$ cat src/verilog/clock_ctrl_pkg.sv
`default_nettype none
package clock_ctrl_pkg;
    localparam int unsigned ADDR_W = 12;
    localparam int unsigned DIV_W  = 3;
    localparam int unsigned CNT_W  = 7;

    localparam logic [11:0] CTRL_ADDR = 12'h000;

    localparam int unsigned OSC_HALT_BIT = 7;
    localparam int unsigned LOCK_BIT     = 6;
    localparam int unsigned FAST_IRQ_CLOCKING_BIT     = 3;
    localparam int unsigned DIV_MSB      = 2;
    localparam int unsigned DIV_LSB      = 0;

    localparam logic [2:0] DIV_RESET      = 3'h3;
    localparam logic       OSC_HALT_RESET = 1'b0;
    localparam logic       FAST_IRQ_CLOCKING_RESET     = 1'b0;
    localparam logic [2:0] DIV_FASTEST    = 3'h0;

    // Loop multiplies the crystal by this to make the master clock
    localparam logic [10:0] PLL_MULT = 11'h200;
    localparam logic [10:0] LOCK_TOL = 11'h008;

    localparam int unsigned CLK_PERIOD_NS  = 10;
    localparam int unsigned XTAL_PERIOD_NS = 30518;
    localparam int unsigned LOSS_NS        = 2 * XTAL_PERIOD_NS;
    localparam int unsigned LOSS_CYCLES    = LOSS_NS / CLK_PERIOD_NS;
endpackage
`default_nettype wire

$ cat src/verilog/core_div_if.sv
`timescale 1ns/1ps
`default_nettype none
interface core_div_if;
    import clock_ctrl_pkg::*;
    logic             master_tick;
    logic             halt;
    logic [DIV_W-1:0] sel;
    logic             core_tick;
    logic [DIV_W-1:0] active_sel;

    modport ctrl (output master_tick, output halt, output sel,
                  input core_tick, input active_sel);
    modport div  (input master_tick, input halt, input sel,
                  output core_tick, output active_sel);
endinterface
`default_nettype wire
$ cat src/verilog/core_clock_divider.sv
`timescale 1ns/1ps
`default_nettype none
module core_clock_divider
    import clock_ctrl_pkg::*;
(
    input  wire logic pclk,
    input  wire logic presetn,
    core_div_if.div   dv
);
    logic [CNT_W-1:0] tick_cnt;
    logic [CNT_W-1:0] last_cnt;

    always_comb begin
        last_cnt = CNT_W'((1 << dv.active_sel) - 1);
    end

    // select swapped only at period end
    always_ff @(posedge pclk or negedge presetn) begin
        if (!presetn) begin
            tick_cnt      <= '0;
            dv.active_sel <= DIV_RESET;
            dv.core_tick  <= 1'b0;
        end else begin
            dv.core_tick <= 1'b0;
            if (dv.master_tick && !dv.halt) begin
                if (tick_cnt == last_cnt) begin
                    tick_cnt      <= '0;
                    dv.core_tick  <= 1'b1;
                    dv.active_sel <= dv.sel;
                end else begin
                    tick_cnt <= tick_cnt + 1'b1;
                end
            end
        end
    end
endmodule // core_clock_divider
`default_nettype wire

$ cat src/verilog/core_clock_pll_control.sv
`timescale 1ns/1ps
`default_nettype none
// Overview of operation
// - With the halt bit set the crystal oscillator stops in power-down, otherwise it keeps running.
// - The tracking flag is read-only and hardware sets it after power-on when the loop tracks.
// - If the loop does not track at power-on the flag is cleared and the loop free-runs.
// - If the crystal is lost after lock the core clock halts.
// - With the fast bit set, interrupt service runs at the fastest core clock.
// - After the interrupt routine returns the core goes back to the selected divider.
// - The divider field divides the loop clock by two to the power of its value.
// - After reset the divider field selects code three.
// - The loop runs at 512 times the crystal frequency.
module core_clock_pll_control
    import clock_ctrl_pkg::*;
#(
    parameter int unsigned LOSS_LIMIT = LOSS_CYCLES
) (
    input  wire logic              pclk,
    input  wire logic              presetn,
    input  wire logic              psel,
    input  wire logic              penable,
    input  wire logic              pwrite,
    input  wire logic [ADDR_W-1:0] paddr,
    input  wire logic [31:0]       pwdata,
    output var  logic [31:0]       prdata,
    output var  logic              pready,
    output var  logic              pslverr,
    input  wire logic              xtal_in,
    input  wire logic              pll_tick,
    input  wire logic              sleep_req,
    input  wire logic              irq_active,
    output var  logic              core_tick,
    output var  logic              core_halt,
    output var  logic              osc_run,
    output var  logic              pll_locked
);
    typedef enum logic [2:0] {
        ST_WAIT_EDGE,
        ST_START,
        ST_MEASURE,
        ST_LOCKED,
        ST_FREE,
        ST_HALTED
    } lock_state_t;

    lock_state_t      lock_state;
    lock_state_t      next_lock_state;
    logic             oscillator_halt_in_sleep;
    logic             fast_irq_clocking;
    logic [DIV_W-1:0] core_divider_select;
    logic [2:0]       xtal_sync;
    logic             xtal_level;
    logic             xtal_rise;
    logic [10:0]      period_ticks;
    logic [15:0]      idle_cycles;
    logic             timed_out;
    logic             in_range;
    logic             addr_hit;
    logic             access_done;
    logic [7:0]       ctrl_value;

    core_div_if dvi ();

    core_clock_divider u_div (
        .pclk    (pclk),
        .presetn (presetn),
        .dv      (dvi.div)
    );

    // back to divider field after return
    assign dvi.sel         = (fast_irq_clocking && irq_active) ? DIV_FASTEST
                                                                : core_divider_select;
    assign dvi.master_tick = pll_tick;
    assign dvi.halt        = core_halt;
    assign core_tick       = dvi.core_tick;

    assign addr_hit    = (paddr == CTRL_ADDR);
    assign access_done = psel && penable && pready;
    assign ctrl_value  = {oscillator_halt_in_sleep, pll_locked, 2'b00,
                          fast_irq_clocking, core_divider_select};

    // APB answer one cycle after setup
    always_ff @(posedge pclk or negedge presetn) begin
        if (!presetn) begin
            pready  <= 1'b0;
            pslverr <= 1'b0;
            prdata  <= 32'h00000000;
        end else if (psel && !penable) begin
            pready  <= 1'b1;
            pslverr <= !addr_hit;
            prdata  <= (addr_hit && !pwrite) ? {24'h000000, ctrl_value} : 32'h00000000;
        end else begin
            pready  <= 1'b0;
            pslverr <= 1'b0;
            prdata  <= 32'h00000000;
        end
    end

    always_ff @(posedge pclk or negedge presetn) begin
        if (!presetn) begin
            oscillator_halt_in_sleep <= OSC_HALT_RESET;
            fast_irq_clocking        <= FAST_IRQ_CLOCKING_RESET;
            core_divider_select      <= DIV_RESET;
        end else if (access_done && pwrite && addr_hit) begin
            oscillator_halt_in_sleep <= pwdata[OSC_HALT_BIT];
            fast_irq_clocking        <= pwdata[FAST_IRQ_CLOCKING_BIT];
            core_divider_select      <= pwdata[DIV_MSB:DIV_LSB];
        end
    end

    always_ff @(posedge pclk or negedge presetn) begin
        if (!presetn) begin
            osc_run <= 1'b1;
        end else begin
            osc_run <= !(sleep_req && oscillator_halt_in_sleep);
        end
    end

    // Crystal pin is asynchronous; level moves once stages two and three agree
    always_ff @(posedge pclk or negedge presetn) begin
        if (!presetn) begin
            xtal_sync  <= 3'b000;
            xtal_level <= 1'b0;
        end else begin
            xtal_sync <= {xtal_sync[1:0], xtal_in};
            if (xtal_sync[1] == xtal_sync[2]) begin
                xtal_level <= xtal_sync[2];
            end
        end
    end

    assign xtal_rise = (xtal_sync[1] == xtal_sync[2]) && xtal_sync[2] && !xtal_level;
    assign timed_out = (idle_cycles >= 16'(LOSS_LIMIT));
    // expect 512 loop ticks per crystal period
    assign in_range  = (period_ticks >= PLL_MULT - LOCK_TOL)
                    && (period_ticks <= PLL_MULT + LOCK_TOL);

    // Saturating counters avoid wrap-around false locks
    always_ff @(posedge pclk or negedge presetn) begin
        if (!presetn) begin
            period_ticks <= '0;
            idle_cycles  <= '0;
        end else if (xtal_rise) begin
            period_ticks <= '0;
            idle_cycles  <= '0;
        end else begin
            if (pll_tick && period_ticks != 11'h7FF) begin
                period_ticks <= period_ticks + 1'b1;
            end
            if (idle_cycles != 16'hFFFF) begin
                idle_cycles <= idle_cycles + 1'b1;
            end
        end
    end

    always_comb begin
        next_lock_state = lock_state;
        case (lock_state)
            // First rise may be false when the pin idles high
            ST_WAIT_EDGE: begin
                if (xtal_rise) begin
                    next_lock_state = ST_START;
                end else if (timed_out) begin
                    next_lock_state = ST_FREE;
                end
            end
            ST_START: begin
                if (xtal_rise) begin
                    next_lock_state = ST_MEASURE;
                end else if (timed_out) begin
                    next_lock_state = ST_FREE;
                end
            end
            ST_MEASURE: begin
                if (xtal_rise) begin
                    next_lock_state = in_range ? ST_LOCKED : ST_FREE;
                end else if (timed_out) begin
                    next_lock_state = ST_FREE;
                end
            end
            ST_LOCKED: begin
                if (timed_out) begin
                    next_lock_state = ST_HALTED;
                end
            end
            default: begin
                next_lock_state = lock_state;
            end
        endcase
    end

    always_ff @(posedge pclk or negedge presetn) begin
        if (!presetn) begin
            lock_state <= ST_WAIT_EDGE;
        end else begin
            lock_state <= next_lock_state;
        end
    end

    always_ff @(posedge pclk or negedge presetn) begin
        if (!presetn) begin
            pll_locked <= 1'b0;
        end else if (next_lock_state == ST_LOCKED) begin
            pll_locked <= 1'b1;
        end else if (next_lock_state == ST_FREE) begin
            pll_locked <= 1'b0;
        end
    end

    // core stops once crystal is lost after lock
    always_ff @(posedge pclk or negedge presetn) begin
        if (!presetn) begin
            core_halt <= 1'b0;
        end else if (next_lock_state == ST_HALTED) begin
            core_halt <= 1'b1;
        end
    end
endmodule // core_clock_pll_control
`default_nettype wire

$ cat config.mk
export PLATFORM = sky130hd
export DESIGN_NAME = core_clock_pll_control
export DESIGN_NICKNAME = d
export VERILOG_FILES = /design/src/verilog/clock_ctrl_pkg.sv /design/src/verilog/core_div_if.sv /design/src/verilog/core_clock_divider.sv /design/src/verilog/core_clock_pll_control.sv
export SDC_FILE = /design/constraint.sdc
export NUM_CORES = 1
export LEC_CHECK = 0
export BUFFER_PORTS_ARGS = -buffer_cell sky130_fd_sc_hd__buf_2
export CAP_MARGIN = 15
export CORE_MARGIN = 8
export CORE_UTILIZATION = 47
export DETAILED_ROUTE_END_ITERATION = 8
export GPL_ROUTABILITY_DRIVEN = 0
export PLACE_DENSITY = 0.74
export SETUP_SLACK_MARGIN = 0.4
export SLEW_MARGIN = 5
export SYNTH_ARGS = -nofsm -noshare
export SYNTH_HDL_FRONTEND = slang
export SYNTH_SLANG_ARGS = --single-unit
$ cat constraint.sdc
create_clock -name pclk -period 1.75 [get_ports pclk]
set_input_delay 0.175 -clock pclk [delete_from_list [all_inputs] [get_ports pclk]]
set_output_delay 0.175 -clock pclk [all_outputs]
set_load 0.05 [all_outputs]
=== Word level (Yosys, flattened, before mapping) ===
Index checks and enable logic that the tools add are counted.

* Flip-flop bits (word level): 87
* Bits in latches: 0
* Memory bits (writable): 0
* ROM bits: 0
* Input port bits: 53
* Output and inout port bits: 38
* Word-level logic and storage cells: 81
* Memories: 0

* Add/sub/neg operators: 4
* $mul: 0
* Div/mod/pow operators: 0
* Magnitude comparators: 3
* Equal/unequal tests: 10
* Shifts and indexed selects: 1
* Mux-type cells: 21
* Bitwise gates (word level): 0
* Reductions and logical operators: 25

{| class="wikitable"
|+ Operator list
! kind !! count
|-
| $mux W16 || 2
|-
| $mux W32 || 1
|-
| $mux W11 || 2
|-
| $mux W3 || 7
|-
| $add A16 B1 Y16 const B || 1
|-
| $ge A16 B13 Y1 const B || 1
|-
| $ne A16 B16 Y1 const B || 1
|-
| $logic_and A1 B1 Y1 || 13
|-
| $logic_not A12 Y1 || 1
|-
| $pmux W3 S4 || 1
|-
| $add A11 B1 Y11 const B || 1
|-
| $ge A11 B9 Y1 const B || 1
|-
| $le A11 B10 Y1 const B || 1
|-
| $ne A11 B11 Y1 const B || 1
|-
| $eq A3 B2 Y1 const B || 3
|-
| $mux W8 || 1
|-
| $add A7 B1 Y7 const B || 1
|-
| $eq A7 B7 Y1 || 1
|-
| $mux W7 || 1
|-
| $shl A1 B3 Y7 const A || 1
|-
| $sub A7 B2 Y7 const B || 1
|-
| $eq A3 B3 Y1 const B || 2
|-
| $logic_not A1 Y1 || 6
|-
| $mux W1 || 6
|-
| 5 further kinds || 7
|}

=== Longest topological paths before layout ===
* Depth after elaboration: 8
* Mapped depth: 8
* Mapped depth without buffers: 8

=== Cells and area by module ===
From an unflattened synthesis, not the netlist that was laid out.

* Cell total of the unflattened synthesis: 354
* Area total of the unflattened synthesis: 3417.0 um^2

{| class="wikitable"
|+ Modules (own cells, without submodules)
! module !! times used !! cells an instance !! area each (um^2) !! sequential area each (um^2)
|-
| core_clock_pll_control || 1 || 292 || 2798.9 || 1255.0
|-
| core_clock_divider || 1 || 62 || 618.1 || 277.8
|}

=== Worst setup path after synthesis ===
No wires, ideal clock.

* Path kind: register to register
* Start: register u_div.dv.active_sel[2]
* End: register u_div.dv.active_sel[2]
* Setup time: 0.136 ns
* Arrival time: 1.629 ns
* Path slack: -0.015 ns
* Cell stages (with the launch flop): 8
* Path buffers: 1
* Cells stage by stage: dfrtp_1 -> buf_2 -> and3_1 -> or3_1 -> a21boi_2 -> o221ai_2 -> o21ai_0 -> o31ai_1

* Cells in the longest elaborated chain, start to end: 4

{| class="wikitable"
|+ Ends and longest elaborated chain
! what !! line !! RTL
|-
| start, declared || core_div_if.sv:14 || <nowiki>output core_tick, output active_sel);</nowiki>
|-
| start signal, assigned || core_clock_divider.sv:29 || <nowiki>dv.active_sel <= dv.sel;</nowiki>
|-
| $shl A1 B3 Y7 || core_clock_divider.sv:14 || <nowiki>last_cnt = CNT_W'((1 << dv.active_sel) - 1);</nowiki>
|-
| $sub A7 B2 Y7 || core_clock_divider.sv:14 ||
|-
| $eq A7 B7 Y1 || core_clock_divider.sv:26 || <nowiki>if (tick_cnt == last_cnt) begin</nowiki>
|-
| $reduce_and A2 Y1 (no line) || n/a ||
|}

Every way passes these cells.
A chain may end at the register's enable or synchronous reset.

=== Worst setup path in the final report ===
* Start: register period_ticks[5]
* End: register pll_locked

* Cells in the longest elaborated chain, start to end: 7

{| class="wikitable"
|+ Ends and longest elaborated chain
! what !! line !! RTL
|-
| start, declared || core_clock_pll_control.sv:54 || <nowiki>logic [10:0] period_ticks;</nowiki>
|-
| start signal, assigned || core_clock_pll_control.sv:148 || <nowiki>period_ticks <= period_ticks + 1'b1;</nowiki>
|-
| $ge A11 B9 Y1 / $le A11 B10 Y1 (equally long branches) || core_clock_pll_control.sv:135, core_clock_pll_control.sv:136 ||
|-
| $logic_and A1 B1 Y1 (*) || core_clock_pll_control.sv:136 || <nowiki>&& (period_ticks <= PLL_MULT + LOCK_TOL);</nowiki>
|-
| $mux W3 (*) || core_clock_pll_control.sv:176 || <nowiki>next_lock_state = in_range ? ST_LOCKED : ST_FREE;</nowiki>
|-
| $mux W3 (*) || core_clock_pll_control.sv:175 || <nowiki>if (xtal_rise) begin</nowiki>
|-
| $pmux W3 S4 (*) || core_clock_pll_control.sv:158 || <nowiki>case (lock_state)</nowiki>
|-
| $eq A3 B2 Y1 / $eq A3 B3 Y1 (equally long branches) || core_clock_pll_control.sv:203, core_clock_pll_control.sv:205 ||
|-
| $mux W1 / $reduce_bool A2 Y1 (equally long branches) || n/a ||
|-
| end signal, assigned || core_clock_pll_control.sv:202 || <nowiki>pll_locked <= 1'b0;</nowiki>
|-
| end signal, assigned || core_clock_pll_control.sv:204 || <nowiki>pll_locked <= 1'b1;</nowiki>
|-
| end signal, assigned || core_clock_pll_control.sv:206 || <nowiki>pll_locked <= 1'b0;</nowiki>
|-
| end, declared || core_clock_pll_control.sv:35 || <nowiki>output var logic pll_locked</nowiki>
|}

Every way passes the cells marked *; elsewhere a longest branch is shown, timed or not.

==> reports/results.ini <==
[timing]
min_period_ns = 1.84
slew_headroom_pct = 52.4
holdWs_ns = 0.0643
fmax_mhz = 544
hold_violations = 0
worst_pin_slew_ns = 0.714
rsz0062_at_grt = yes
fin_tns_setup_ns = -0.539
skew_ns = 0.0132
drv_slew = 0
finalSetupViolCount = 10
setup_ws_ns = -0.0872
finalCritPeriodShare_pct = 105

[setup_path]
crit_required_ns = 2.02
crit_type = flip-flop to flip-flop
end_kind = flip-flop
arrival_ns = 2.11
rr_worst_depth = 6
cp_max_fo = 4
cp-start-kind = flip-flop

[layout]
final_cells = 530
fillers = 460
multi_input_area_um2 = 2010
area_growth_pct = 44.6
antenna_cells = 0
most-common-layout-cells = 51 x dfrtp_1, 51 x buf_4, 37 x buf_2
seqCellArea_um2 = 1540
nets = 503
drive_gt1_share_pct = 47.3

[grt]
grt_pass1_wl_mm = 13.3
grt.total_usage_pct = 16.8
grt_pass1_vias = 2855
grt_max_degree = 44
antenna_found_initial = 0
grt_overflow_total = 0

[floorplan]
die_area_um2 = 9870
die_w_um = 99.3
die_h_um = 99.3
fp.coreArea_um2 = 6760
start_util_pct = 48.3
pin_count = 91
row_count = 30

[power]
vdd_ir_drop_max_mv = 0.621
p_leak_nw = 2.17
power.density_nw_per_um2 = 960
p_switching_mw = 1.63
p_seq_share_pct = 39.3
power_frac_clock_pct = 26.6
p_comb_share_pct = 34.1
p_int_mw = 2.89
switching_share_pct = 36.1

[drt]
vias = 2834
ant_nets = 0
drc = 0
routed_wl_mm = 8.30
drt_iter0_drc = 120
viasPerCell = 5.35
wl_per_cell_um = 15.7
firstDrtPassIters = 4

[clock_network]
root_buffer = clkbuf_8
cts.path.max_buffers = 2
cts_made_buffers = 9
clock_sinks = 61
clock_latency_ns = 0.34
clk_pin_slew_ns = 0.07
htree_levels = 3
tritoncts = done

[yosys]
ys.flop_type = dfrtp_1
synth_cell_types = 58
avgSynthCellArea_um2 = 9.86
synth_edf_count = 0
synth-seq-cells = 61
ys_seq_area_share_pct = 47.0
synthArstFlopShare_pct = 100
syn_area_um2 = 3260
ys_warn_count = 0
synth_cells = 331

[outcome]
status = finished, violations left
violations = negative setup slack

[placed_design]
place_inst = 473
port_buffers = 37
dp_hpwl_mm = 4.96

[hold_path]
hold_path.class = input port to flip-flop
min_path_cells = 2

[flow_run]
maxCapViolCount = 0

## cell type report
type	count	share of cell area, %
multi-input combinational	250	42.7
clock buffer	11	2.78
clock inverter	5	1.11
timing repair buffer	112	17.8
inverter	11	0.875
tap	80	2.12
sequential	61	32.6
## cells in the mapped netlist, drive strengths merged, types with 2 or more instances
| library cell | instances | area share, % |
|---|---|---|
| and2 | 9 | 1.7 |
| a21oi | 7 | 1.2 |
| dfrtp | 56 | 43 |
| mux2 | 6 | 2.1 |
| nor3b | 5 | 1.2 |
| buf | 29 | 6.4 |
| clkbuf | 6 | 0.69 |
| nand3 | 16 | 2.6 |
| xnor2 | 7 | 1.9 |
| dfstp | 5 | 4.0 |
| inv | 11 | 1.3 |
| nor2 | 38 | 4.4 |
| nor3 | 4 | 0.61 |
| xor2 | 15 | 4.0 |
| mux2i | 4 | 1.2 |
| nand2 | 26 | 3.0 |
| or3 | 2 | 0.38 |
| nor2b | 4 | 0.84 |
| o31ai | 7 | 1.8 |
| nor4 | 7 | 1.5 |
| nand4 | 9 | 1.9 |
| or4 | 3 | 0.69 |
| or2 | 2 | 0.38 |
| o21ai | 18 | 3.2 |
| ha | 5 | 1.9 |
| a31oi | 3 | 0.58 |
| and3 | 6 | 1.2 |
| nand2b | 3 | 0.58 |
## stage by stage
| stage | worst slack [ns] | util (%) | area (um^2) | total power, mW |
|---|---|---|---|---|
| 6_report | -0.0872 | 69.9 | 4720 | 4.53 |
| 5_1_grt | -0.161 | 69.9 | 4720 | 4.77 |
| 4_1_cts | -0.0652 | 65.8 | 4450 | 4.39 |
| 3_5_place_dp | -0.123 | 56.2 | 3800 | 2.98 |
| 3_3_place_gp | -0.0524 | 56.2 | 3800 | 2.93 |
| 2_1_floorplan | 0.0137 | - | 3490 | 2.61 |
## state kept, by name, summed over array words and instances (netlist names)
signal,flops
u_div.dv.active_sel,3
period_ticks,11
oscillator_halt_in_sleep,1
fast_irq_clocking,1
idle_cycles,16
lock_state,3
pll_locked,1
core_divider_select,3
xtal_sync,3
prdata,6
xtal_level,1
u_div.dv.core_tick,1
pslverr,1
osc_run,1
pready,1
core_halt,1
u_div.tick_cnt,7
## worst max-delay path, stage by stage (launching register included)
cell and delay [ns]:
dfrtp_1 0.39, or4b_4 0.56, nor4_4 0.19, a32o_2 0.24, a21oi_2 0.08, a31oi_1 0.18
o22a_1 0.15
## cell families after synthesis
family	after synthesis	synth area share [%]
AOI/OAI and AO/OA	49	11.6
xor gates and xnor gates	22	5.91
adders and majority gates	5	1.92
buffers and inverters	46	8.36
DFF	61	47.0
muxes	10	3.30
other	1	0.115
and+or+nand+nor	137	21.9
## what timing repair did
item / 4_1_cts / 5_1_grt
hold buffers: 4 / 0
cloned: 1 / 0
hold endpoints to repair: 59 / 0
pin swaps: 38 / 31
setup buffers: 24 / 12
resized for setup: 51 / 37
endpoints found under the setup margin: 42 / 48
## power by group through the flow
stage | Combinational (mW) | Sequential (mW) | Clock (mW)
2_1_floorplan | 0.740 | 1.87 | 0
3_3_place_gp | 1.16 | 1.77 | 0
3_5_place_dp | 1.20 | 1.78 | 0
4_1_cts | 1.39 | 1.77 | 1.23
5_1_grt | 1.68 | 1.80 | 1.29
6_report | 1.54 | 1.78 | 1.20
## path summary, 6_finish.rpt
path / from / end / slack [ns]
worst min register to register: xtal_sync[0] / xtal_sync[1] / 0.35
max in group asynchronous: presetn / core_divider_select[1] / 1.08
min in group asynchronous: presetn / xtal_sync[0] / 0.18
worst max register to register: period_ticks[5] / pll_locked / -0.09
worst min-delay path: pwdata[7] / oscillator_halt_in_sleep / 0.06
worst max-delay path: period_ticks[5] / pll_locked / -0.09
## per-layer routing
layer  GRT usage (%)  vias up  routed length (um)
li1                -     1338                   -
met1            20.2     1399                3470
met2            27.8       89                4340
met3            4.75        8                 390
met4            6.17        0                 102
met5               0        -                   0
Power figures use the tool's default switching activity.
